### config.mk
export PLATFORM = sky130hd
export DESIGN_NAME = rcg_gate
export DESIGN_NICKNAME = d
export VERILOG_FILES = /design/src/rcg_pkg.sv /design/src/rcg_sync_edge.sv /design/src/rcg_arm_table.sv /design/src/rcg_gate.sv
export VERILOG_INCLUDE_DIRS = /design/src
export SDC_FILE = /design/constraint.sdc
export NUM_CORES = 1
export LEC_CHECK = 0
export ABC_AREA = 1
export BUFFER_PORTS_ARGS = -buffer_cell sky130_fd_sc_hd__buf_2
export CORE_AREA = 2 2 146 148
export CTS_CLUSTER_DIAMETER = 150
export DETAILED_ROUTE_END_ITERATION = 8
export DIE_AREA = 0 0 148 150
export GPL_TIMING_DRIVEN = 1
export PLACE_DENSITY_LB_ADDON = 0.25
export SYNTH_ARGS = -nofsm -noshare
export SYNTH_HDL_FRONTEND = slang
export SYNTH_SLANG_ARGS = --single-unit
### constraint.sdc
create_clock -name i_clk -period 4.3 [get_ports i_clk]
set_input_delay 0.215 -clock i_clk [delete_from_list [all_inputs] [get_ports i_clk]]
set_output_delay 0.215 -clock i_clk [all_outputs]
set_load 0.01 [all_outputs]
### src/rcg_regs.svh
// constants for the remote input command gate
`ifndef RCG_REGS_SVH
`define RCG_REGS_SVH

// number of arms addressable by the 4-bit select
`define RCG_NUM_ARMS 16
// width of the arm and program-set select fields
`define RCG_SEL_W 4
// width of the one-based program-set number
`define RCG_GRP_W 5
// arm index after reset: arm 1 in one-based terms
`define RCG_ARM_RST 4'h0
// program-set select after reset
`define RCG_SET_RST 4'h0
// offset from select value to program-set number
`define RCG_GRP_BASE 5'h01
// number of command and select inputs
`define RCG_IN_W 24
// number of request pulses toward the controller core
`define RCG_REQ_W 14

`endif

### src/rcg_pkg.sv
// types shared by the remote input command gate
package rcg_pkg;

  // discrete remote inputs, msb first
  typedef struct packed {
    logic drive_enable_cmd;
    logic drive_disable_cmd;
    logic full_drive_level_cmd;
    logic reduced_drive_level_cmd;
    logic calibrate_cmd;
    logic origin_cmd;
    logic start_cmd;
    logic suspend_cmd;
    logic resume_cmd;
    logic kill_all_cmd;
    logic reset_cmd;
    logic arm_select_strobe;
    logic prog_set_select_strobe;
    logic restore_cmd;
    logic halt_cmd;
    logic restart_cmd;
    logic arm_sel_bit3;
    logic arm_sel_bit2;
    logic arm_sel_bit1;
    logic arm_sel_bit0;
    logic prog_set_bit3;
    logic prog_set_bit2;
    logic prog_set_bit1;
    logic prog_set_bit0;
  } rcg_in_s;

  // one-cycle requests toward the controller core
  typedef struct packed {
    logic drive_on;
    logic drive_off;
    logic full_level;
    logic reduced_level;
    logic calibrate;
    logic go_origin;
    logic start;
    logic suspend;
    logic resume;
    logic kill_all;
    logic ctrl_reset;
    logic restore;
    logic halt;
    logic restart;
  } rcg_req_s;

endpackage : rcg_pkg

### src/rcg_sync_edge.sv
// two-stage synchroniser with rising-edge detect per input
`timescale 1ns/1ps
`default_nettype none
`include "rcg_regs.svh"
module rcg_sync_edge (
  input wire logic i_clk,
  input wire logic i_rst,
  input wire logic i_ce,
  input wire logic [`RCG_IN_W-1:0] i_raw,
  output logic [`RCG_IN_W-1:0] o_level,
  output logic [`RCG_IN_W-1:0] o_rise
);
  logic [`RCG_IN_W-1:0] meta;
  logic [`RCG_IN_W-1:0] stab;
  logic [`RCG_IN_W-1:0] prev;

  genvar g;
  generate
    for (g = 0; g < `RCG_IN_W; g++) begin : g_bit
      // meta is read only by stab; edge logic looks at stab and prev
      always_ff @(posedge i_clk or posedge i_rst) begin
        if (i_rst) begin
          meta[g] <= 1'b0;
          stab[g] <= 1'b0;
          prev[g] <= 1'b0;
        end else if (i_ce) begin
          meta[g] <= i_raw[g];
          stab[g] <= meta[g];
          prev[g] <= stab[g];
        end
      end
      assign o_level[g] = stab[g];
      assign o_rise[g] = stab[g] & ~prev[g]; // held level fires once
    end
  endgenerate
endmodule : rcg_sync_edge
`default_nettype wire

### src/rcg_arm_table.sv
// per-arm user drive and power settings
`timescale 1ns/1ps
`default_nettype none
`include "rcg_regs.svh"
module rcg_arm_table (
  input wire logic i_clk,
  input wire logic i_rst,
  input wire logic i_ce,
  input wire logic [`RCG_SEL_W-1:0] i_arm,
  input wire logic i_drive_on,
  input wire logic i_drive_off,
  input wire logic i_full,
  input wire logic i_reduced,
  output logic o_drive_sel,
  output logic o_power_sel
);
  logic drive_set [`RCG_NUM_ARMS];
  logic power_set [`RCG_NUM_ARMS];

  // settings are the user's choice, so only commands change them
  always_ff @(posedge i_clk or posedge i_rst) begin
    if (i_rst) begin
      for (int k = 0; k < `RCG_NUM_ARMS; k++) begin
        drive_set[k] <= 1'b0;
        power_set[k] <= 1'b0;
      end
    end else if (i_ce) begin
      if (i_drive_on) begin
        drive_set[i_arm] <= 1'b1;
      end else if (i_drive_off) begin
        drive_set[i_arm] <= 1'b0;
      end
      if (i_full) begin
        power_set[i_arm] <= 1'b1;
      end else if (i_reduced) begin
        power_set[i_arm] <= 1'b0;
      end
    end
  end

  // read port follows the selected arm
  assign o_drive_sel = drive_set[i_arm];
  assign o_power_sel = power_set[i_arm];
endmodule : rcg_arm_table
`default_nettype wire

### src/rcg_gate.sv
// remote input command gate: accepts or ignores remote commands
//
// Functional notes
// RULE1: while faulted, ignore every command except reset
// RULE2: reset restarts the controller and clears the fault; accepted always
// RULE3: drive enable only when drive disable low and no tasks run
// RULE4: drive disable switches drives off, blocks enable; not during tasks
// RULE5: full level needs drives on, reduced input low, no tasks
// RULE6: reduced level leaves high power, blocks full; not during tasks
// RULE7: calibrate and go-to-origin only when no tasks run
// RULE8: start launches latched program set; ignored while tasks run
// RULE9: suspend pauses pausable tasks; only while tasks run
// RULE10: resume continues paused tasks; only while tasks run
// RULE11: kill-all aborts tasks or command; only the fault blocks it
// RULE12: arm strobe latches 4-bit zero-based arm number, default zero
// RULE13: latched arm steers drive, calibrate, origin and status outputs
// RULE14: program-set strobe latches 4 bits used by start
// RULE15: program-set number is binary select value plus one, 1 to 16
// RULE16: position restore acts only once the safeguard is closed
// RULE17: controller halt ignored while tasks run
// RULE18: controller restart ignored while tasks run
// RULE19: remote side should watch fault and drive reset itself
// RULE20: command-in-cycle output high while accepted command executes
// RULE21: fault output set on error, held until reset
// RULE22: inputs synchronised; commands act on rising edge only once
`timescale 1ns/1ps
`default_nettype none
`include "rcg_regs.svh"
module rcg_gate (
  input wire logic i_clk,
  input wire logic i_rst,
  input wire logic i_ce,
  input wire rcg_pkg::rcg_in_s i_remote,
  input wire logic i_tasks_running,
  input wire logic i_error_event,
  input wire logic i_cmd_done,
  input wire logic i_safeguard_closed,
  input wire logic [`RCG_NUM_ARMS-1:0] i_cal_done_vec,
  input wire logic [`RCG_NUM_ARMS-1:0] i_at_origin_vec,
  output rcg_pkg::rcg_req_s o_req,
  output logic [`RCG_SEL_W-1:0] o_req_arm,
  output logic [`RCG_GRP_W-1:0] o_start_group,
  output logic [`RCG_SEL_W-1:0] o_current_arm,
  output logic [`RCG_GRP_W-1:0] o_current_group,
  output logic o_drive_setting_flag,
  output logic o_power_setting_flag,
  output logic o_calibration_done_flag,
  output logic o_at_origin_flag,
  output logic o_command_in_cycle_flag,
  output logic o_fault,
  output logic o_restore_pending
);
  import rcg_pkg::*;

  //////////////////////////////////////////////////////////////////////////
  // synchronised inputs

  // picks a 4-bit select field out of the synchronised level vector
  function automatic logic [`RCG_SEL_W-1:0] sel_field(
    input logic b3,
    input logic b2,
    input logic b1,
    input logic b0
  );
    sel_field = {b3, b2, b1, b0};
  endfunction : sel_field

  logic [`RCG_IN_W-1:0] lvl_vec;
  logic [`RCG_IN_W-1:0] rise_vec;
  rcg_in_s lvl;
  rcg_in_s rise;

  // every remote pin passes two flops before use
  rcg_sync_edge u_sync ( // see RULE22
    .i_clk(i_clk),
    .i_rst(i_rst),
    .i_ce(i_ce),
    .i_raw(i_remote),
    .o_level(lvl_vec),
    .o_rise(rise_vec)
  );

  assign lvl = rcg_in_s'(lvl_vec);
  assign rise = rcg_in_s'(rise_vec);

  //////////////////////////////////////////////////////////////////////////
  // state registers

  logic fault;
  logic busy;
  logic restore_pend;
  logic [`RCG_SEL_W-1:0] arm;
  logic [`RCG_SEL_W-1:0] prog_set;
  logic drive_sel;
  logic power_sel;

  //////////////////////////////////////////////////////////////////////////
  // acceptance conditions

  logic ok;
  logic free;
  logic idle;
  logic in_tasks;
  rcg_req_s acc;
  logic issue_restore;
  logic any_acc;

  // fault blocks everything but reset
  assign ok = ~fault; // see RULE1
  // a command already in cycle holds off new ones except kill and reset
  assign free = ok & ~busy;
  // most commands are disabled while tasks run
  assign idle = free & ~i_tasks_running;
  // suspend and resume make sense only with tasks running
  assign in_tasks = free & i_tasks_running;

  // drive enable needs the disable level low
  assign acc.drive_on = rise.drive_enable_cmd & idle &
                        ~lvl.drive_disable_cmd; // see RULE3
  // drive disable wins any same-cycle race by holding enable off
  assign acc.drive_off = rise.drive_disable_cmd & idle; // see RULE4
  // full level needs drives on for this arm and reduced level low
  assign acc.full_level = rise.full_drive_level_cmd & idle &
                          drive_sel &
                          ~lvl.reduced_drive_level_cmd; // see RULE5
  assign acc.reduced_level = rise.reduced_drive_level_cmd &
                             idle; // see RULE6
  // motion commands for the selected arm
  assign acc.calibrate = rise.calibrate_cmd & idle; // see RULE7
  assign acc.go_origin = rise.origin_cmd & idle; // see RULE7
  // start uses the latched program set
  assign acc.start = rise.start_cmd & idle; // see RULE8
  assign acc.suspend = rise.suspend_cmd & in_tasks; // see RULE9
  assign acc.resume = rise.resume_cmd & in_tasks; // see RULE10
  // abort must get through a running command, so only fault blocks it
  assign acc.kill_all = rise.kill_all_cmd & ok; // see RULE11
  // reset is honoured in every state
  assign acc.ctrl_reset = rise.reset_cmd; // see RULE2
  // restore is issued from the pending latch, not from the edge
  assign acc.restore = issue_restore; // see RULE16
  assign acc.halt = rise.halt_cmd & idle; // see RULE17
  assign acc.restart = rise.restart_cmd & idle; // see RULE18

  // restore waits until the safeguard is closed and no command is in cycle
  assign issue_restore = restore_pend & i_safeguard_closed &
                         free & ~acc.kill_all &
                         ~acc.ctrl_reset; // see RULE16

  assign any_acc = |acc;

  //////////////////////////////////////////////////////////////////////////
  // per-arm settings

  // table writes use the arm latched before this cycle's strobe
  rcg_arm_table u_arms (
    .i_clk(i_clk),
    .i_rst(i_rst),
    .i_ce(i_ce),
    .i_arm(arm),
    .i_drive_on(acc.drive_on),
    .i_drive_off(acc.drive_off),
    .i_full(acc.full_level),
    .i_reduced(acc.reduced_level),
    .o_drive_sel(drive_sel),
    .o_power_sel(power_sel)
  );

  //////////////////////////////////////////////////////////////////////////
  // fault latch

  // an error in the reset cycle keeps the fault: set beats clear
  always_ff @(posedge i_clk or posedge i_rst) begin
    if (i_rst) begin
      fault <= 1'b0;
    end else if (i_ce) begin
      if (i_error_event) begin
        fault <= 1'b1; // see RULE21
      end else if (acc.ctrl_reset) begin
        fault <= 1'b0; // see RULE2
      end
    end
  end

  //////////////////////////////////////////////////////////////////////////
  // command-in-cycle tracking

  // a new acceptance in the done cycle keeps the flag set
  always_ff @(posedge i_clk or posedge i_rst) begin
    if (i_rst) begin
      busy <= 1'b0;
    end else if (i_ce) begin
      if (any_acc) begin
        busy <= 1'b1; // see RULE20
      end else if (i_cmd_done) begin
        busy <= 1'b0; // see RULE20
      end
    end
  end

  //////////////////////////////////////////////////////////////////////////
  // restore request latch

  // abort or reset drops a restore that never got its safeguard
  always_ff @(posedge i_clk or posedge i_rst) begin
    if (i_rst) begin
      restore_pend <= 1'b0;
    end else if (i_ce) begin
      if (rise.restore_cmd & free) begin
        restore_pend <= 1'b1; // see RULE16
      end else if (issue_restore | acc.kill_all | acc.ctrl_reset) begin
        restore_pend <= 1'b0;
      end
    end
  end

  //////////////////////////////////////////////////////////////////////////
  // arm and program-set select latches

  // select bits are sampled only on the strobe edge
  always_ff @(posedge i_clk or posedge i_rst) begin
    if (i_rst) begin
      arm <= `RCG_ARM_RST; // see RULE12
    end else if (i_ce) begin
      if (rise.arm_select_strobe & ok) begin
        arm <= sel_field(lvl.arm_sel_bit3, lvl.arm_sel_bit2,
                         lvl.arm_sel_bit1,
                         lvl.arm_sel_bit0); // see RULE12
      end
    end
  end

  always_ff @(posedge i_clk or posedge i_rst) begin
    if (i_rst) begin
      prog_set <= `RCG_SET_RST;
    end else if (i_ce) begin
      if (rise.prog_set_select_strobe & ok) begin
        prog_set <= sel_field(lvl.prog_set_bit3, lvl.prog_set_bit2,
                              lvl.prog_set_bit1,
                              lvl.prog_set_bit0); // see RULE14
      end
    end
  end

  //////////////////////////////////////////////////////////////////////////
  // request outputs

  // one-based program-set number: select value plus one; the extra top
  // bit keeps set sixteen from wrapping back to zero
  function automatic logic [`RCG_GRP_W-1:0] grp_number(
    input logic [`RCG_SEL_W-1:0] sel
  );
    grp_number = {1'b0, sel} + `RCG_GRP_BASE; // see RULE15
  endfunction : grp_number

  logic [`RCG_GRP_W-1:0] next_group;

  // start group and status echo share one decode of the latched set
  assign next_group = grp_number(prog_set); // see RULE15

  // one-cycle pulses; a refused command simply leaves its bit low
  always_ff @(posedge i_clk or posedge i_rst) begin
    if (i_rst) begin
      o_req <= '0;
    end else if (i_ce) begin
      o_req <= acc;
    end
  end

  // the arm travels with every pulse, so the core needs no select copy
  always_ff @(posedge i_clk or posedge i_rst) begin
    if (i_rst) begin
      o_req_arm <= `RCG_ARM_RST;
    end else if (i_ce) begin
      o_req_arm <= arm; // see RULE13
    end
  end

  // group sampled with the pulse; a later strobe cannot bend a start
  always_ff @(posedge i_clk or posedge i_rst) begin
    if (i_rst) begin
      o_start_group <= `RCG_GRP_BASE;
    end else if (i_ce) begin
      o_start_group <= next_group; // see RULE14
    end
  end

  //////////////////////////////////////////////////////////////////////////
  // status outputs

  // selection echo: arm and program set as currently latched
  always_ff @(posedge i_clk or posedge i_rst) begin
    if (i_rst) begin
      o_current_arm <= `RCG_ARM_RST;
      o_current_group <= `RCG_GRP_BASE;
    end else if (i_ce) begin
      o_current_arm <= arm; // see RULE13
      o_current_group <= next_group; // see RULE15
    end
  end

  // user settings of the selected arm, not what the drives really do
  always_ff @(posedge i_clk or posedge i_rst) begin
    if (i_rst) begin
      o_drive_setting_flag <= 1'b0;
      o_power_setting_flag <= 1'b0;
    end else if (i_ce) begin
      o_drive_setting_flag <= drive_sel; // see RULE13
      o_power_setting_flag <= power_sel; // see RULE13
    end
  end

  // core status of the selected arm; a new select shows one edge later
  always_ff @(posedge i_clk or posedge i_rst) begin
    if (i_rst) begin
      o_calibration_done_flag <= 1'b0;
      o_at_origin_flag <= 1'b0;
    end else if (i_ce) begin
      o_calibration_done_flag <= i_cal_done_vec[arm]; // see RULE13
      o_at_origin_flag <= i_at_origin_vec[arm]; // see RULE13
    end
  end

  // cycle flag copy; costs an edge of lag but keeps the pin glitch free
  always_ff @(posedge i_clk or posedge i_rst) begin
    if (i_rst) begin
      o_command_in_cycle_flag <= 1'b0;
    end else if (i_ce) begin
      o_command_in_cycle_flag <= busy; // see RULE20
    end
  end

  // fault copy; the pin stays up through the reset command's own cycle
  always_ff @(posedge i_clk or posedge i_rst) begin
    if (i_rst) begin
      o_fault <= 1'b0;
    end else if (i_ce) begin
      o_fault <= fault; // see RULE21
    end
  end

  // restore-pending copy, so the remote side sees a waiting restore
  always_ff @(posedge i_clk or posedge i_rst) begin
    if (i_rst) begin
      o_restore_pending <= 1'b0;
    end else if (i_ce) begin
      o_restore_pending <= restore_pend; // see RULE16
    end
  end

endmodule : rcg_gate
`default_nettype wire

* Word-level counts from Yosys, hierarchy flattened *
Cells that the tools add are included.

word-level totals
  flip-flop bits (word level) = 137
  input bits = 63
  output and inout port bits = 39
  logic and storage cells = 236

cells by class
  $add $sub $neg = 1
  $lt $le $gt $ge = 3
  multiplexer cells = 22
  bitwise logic cells = 72
  reduce and logical (&&, ||, !) cells = 14

operator list
  kind                   count
  $mux W16               4
  $and A1 B1 Y1          41
  $and A16 B16 Y16       2
  $or A16 B16 Y16        2
  $not A1 Y1             23
  $bmux W1 S4            4
  $not A16 Y16           1
  $reduce_and A2 Y1      7
  $reduce_or A14 Y1      1
  $mux W1                13
  $reduce_bool A2 Y1     5
  $add A4 B1 Y5 const B  1
  $ge A5 B5 Y1 const B   1
  $lt A4 B5 Y1 const B   1
  $lt A5 B1 Y1 const B   1
  $not A4 Y5             1
  $demux W1 S4           1
  $or A1 B1 Y1           2
  $logic_and A1 B1 Y1    1

* Longest topological paths before layout *
  depth in word-level cells = 10
  mapped depth = 13
  mapped depth without buffers = 12

* Cells and area by module *
Synthesis repeated with hierarchy kept, for this count alone.

second synthesis, totals
  cell total of the unflattened synthesis = 883
  area, all modules = 6,915.4 um^2

modules (own cells, without submodules)
  module         instances  cells an instance  area each (um^2)  sequential area each (um^2)
  rcg_sync_edge  1          353                2,945.3           1,801.7
  rcg_gate       1          266                2,082.0           1,027.2
  rcg_arm_table  1          264                1,888.1           800.8

* Worst setup path after synthesis *
OpenSTA, ideal clock, no wires.

  path type = reg-to-reg
  start = reg fault
  end = reg with a tool-made name
  library setup time = 0.118 ns
  arrival time = 1.611 ns
  required time = 4.182 ns
  path slack = 2.571 ns
  cell stages (with the launch flop) = 10
  path buffers = 1
  clock period less this slack = 1.729 ns
  cells stage by stage = dfrtp_1 nor3_4 inv_2 nor4_4 o21ai_2 nand2_2 buf_6 nand2_1 nand2_1 nand2_1

RTL lines
  what                    RTL line         text
  from (decl)             rcg_gate.sv:89   logic fault;
  from (signal assigned)  rcg_gate.sv:174  fault <= 1'b0;
  from (signal assigned)  rcg_gate.sv:177  fault <= 1'b1;
  from (signal assigned)  rcg_gate.sv:179  fault <= 1'b0;

==> metrics <==
Max Cap Viol=0; sequential share of power=0.402; register area share after synthesis=0.562; clock power share=0.409; fin crit period=2400 ps; outcome=finished, final reports clean; initial drt markers=262; DR vias=5117; CTS root buffer=clkbuf_16; vias per cell=4.49; post-synthesis compound-gate area fraction=0.108; Clock transition at path regs=60 ps; synth warn=0; TritonCTS Buffers=17; crit-path cells=clkinv_1 > nand2_1 > nand2_1 > nand2_1 > nand2_1 > nand2_1 > nand4_1 > nand3_1 > nand2_1; Static Leakage=3.91 nW; Synth Area in Simple Gates=0.257; flops & latches, synth=137; most frequent cells in the layout=nand2_1 (309), dfrtp_1 (136), buf_2 (100), o21ai_0 (84), inv_1 (54); critical-path maximum fanout=17; die area=22200 um^2; Clock Skew=7.05 ps; drt total wl=14.9 mm; die height=150 um; Hold Fails Final Rpt=0; Worst Hold End=u_sync.meta[3]; Initial Util=0.295; first-pass GRT wire length=25.1 mm; io pins=102; critical path class=reg -> reg; Psw=1.19 mW; total power per unit cell area=517 nW/um^2; worst slew pin tran=1040 ps; worst r2r path cells=9; most common cell after layout, fill and taps aside=nand2_1; XOR/XNOR Fraction of Synth Area=0.00143; Pins Over Slew Limit=0; gpl congestion=0.785; final worst-path setup slack=1900 ps; Logic pwr share=0.190; CP bufs+invs=1; layout cells sized above 1=0.169; Final nets=916; global-route usage over all layers=0.143; vias in the first global route=4937; TNS Setup=0 ps; RSZ-0062 raised after global routing=false; initial antenna violation count=0; Clock Latency Late Sink=420 ps; Distinct cells, synth=29; worst path required time=4610 ps; fin crit share=0.558; arrival time worst endpoint=2700 ps; CP dominant cell by count=nand2_1; Mapped Cells=749; CTS tree=yes; Tot Pwr=3.95 mW; First-pass DRT Iterations=4; family with the most delay on the worst path=simple AND/OR/NAND/NOR gates; DIE WIDTH=148 um; core area=20700 um^2; register-to-register setup slack=1900 ps; FF-to-FF Start=arm[0]; crit-path max cell delay=640 ps; DP Cell Count=1090; maximum clock insertion buffer count=2; Clock Sink Count=137; I/O Buffers=101; post_cts resized=0; Hold Crit Class=in -> reg; area of the mapped netlist=6100 um^2; hold path depth=3; fmax=417 MHz; CP Capture Type=flop; dpl ws=1900 ps; Relative slew margins=0.307; largest family of logic cells by synthesized area=simple AND/OR/NAND/NOR gates; multiplexer share of the synthesized area=0; Hold-fix buffers, CTS=17; DP HPWL=9.99 mm; Switching Share=0.300; n_diodes=0; Layout area overhead=25.1%; remaining routing DRC violations=0; wire per inst=13.1 um; Int Power=2.77 mW; largest net degree at the start of global routing=60; Worst Hold Launch=i_remote[3]; Setup Fix Bufs, Post-CTS=0; total nets after synthesis=813; CP Launch Type=flop; Overflow after GRT=0; Avg Cell Area, Syn=8.15 um^2; Site Rows=53; Final setup violation count=0; Antenna Nets Post-Route=0; VDD IR max=296 uV; slowest CP cell=nand4_1; adder-cell share of the synthesized area=0.00205; H-tree depth=4; final non-filler cell total=1140
==> layer usage <==
layer	up-vias	part of all wire	wire length, um	track usage
li1	2581	-	-	-
met1	2414	0.49	7250	0.194
met2	103	0.46	6820	0.224
met3	19	0.040	598	0.0323
met4	0	0.017	261	0.0557
met5	-	0	0	0
==> synth_stat cells (all sizes together) <==
master  count  area share
xor2        1      0.0014
nand3      32       0.026
a21oi       5      0.0041
nor3        8      0.0084
nor4        1      0.0035
o21ai      85       0.070
nand2     310        0.19
or2         1      0.0010
o221ai      1      0.0014
nand3b      1      0.0012
inv        56       0.034
nand4       3      0.0031
nor2       37       0.023
o31ai       1      0.0012
ha          1      0.0020
o21a        1      0.0012
dfrtp     136        0.56
dfstp       1      0.0043
clkinv      2      0.0012
buf        20       0.020
clkbuf     22       0.014
a22oi      24       0.030
==> cell families (layout without fill, tap and decap cells) <==
logic type / count (synthesis) / in the layout
compound gates: 117 / 117
simple gates: 393 / 393
buf+inv: 100 / 216
xor+xnor: 1 / 1
flops: 137 / 137
fa+ha+maj: 1 / 1
==> final cells by class <==
class / count / area, um^2
inverter: 58 / 223
multi-input combinational: 512 / 2250
clock inverter: 11 / 193
clock buffer: 21 / 460
timing repair buffer: 126 / 741
fill: 2194 / 13100
sequential: 137 / 3430
tap: 275 / 344
==> through the flow <==
step           cell area [um^2]  hold WS, ps   util
4_1_cts                    7630         1.14  0.369
3_5_place_dp               6810          330  0.329
6_report                   7640         13.3  0.369
5_1_grt                    7640         7.45  0.369
3_3_place_gp               6810          334  0.329
2_1_floorplan              6100          332      -
==> how the worst max path moves through the flow <==
stage | from | to | slack [ps] | depth (start not counted)
after floorplan | i_rst | async pin | 420 | 1
after global placement | arm[0] | flop | 1960 | 9
after detailed placement | arm[0] | flop | 1900 | 9
after CTS | arm[0] | flop | 1910 | 9
after global routing | arm[0] | flop | 1550 | 6
final | arm[0] | flop | 1900 | 9
==> power groups by stage <==
stage / clock network, mW / registers [mW] / logic, mW
finish: 1.62 / 1.59 / 0.750
global route: 1.71 / 1.61 / 0.865
CTS: 1.65 / 1.59 / 0.762
detailed placement: 0 / 1.61 / 0.747
global placement: 0 / 1.61 / 0.745
floorplan: 0 / 1.59 / 0.510
==> worst register-to-register path, delay by kind of cell, from the launching register on <==
| family | cells | cell delay [ps] |
|---|---|---|
| buf+inv | 1 | 350 |
| simple gates | 8 | 1330 |
| flops | 1 | 600 |
No activity file was read; power rests on OpenSTA's default activity.
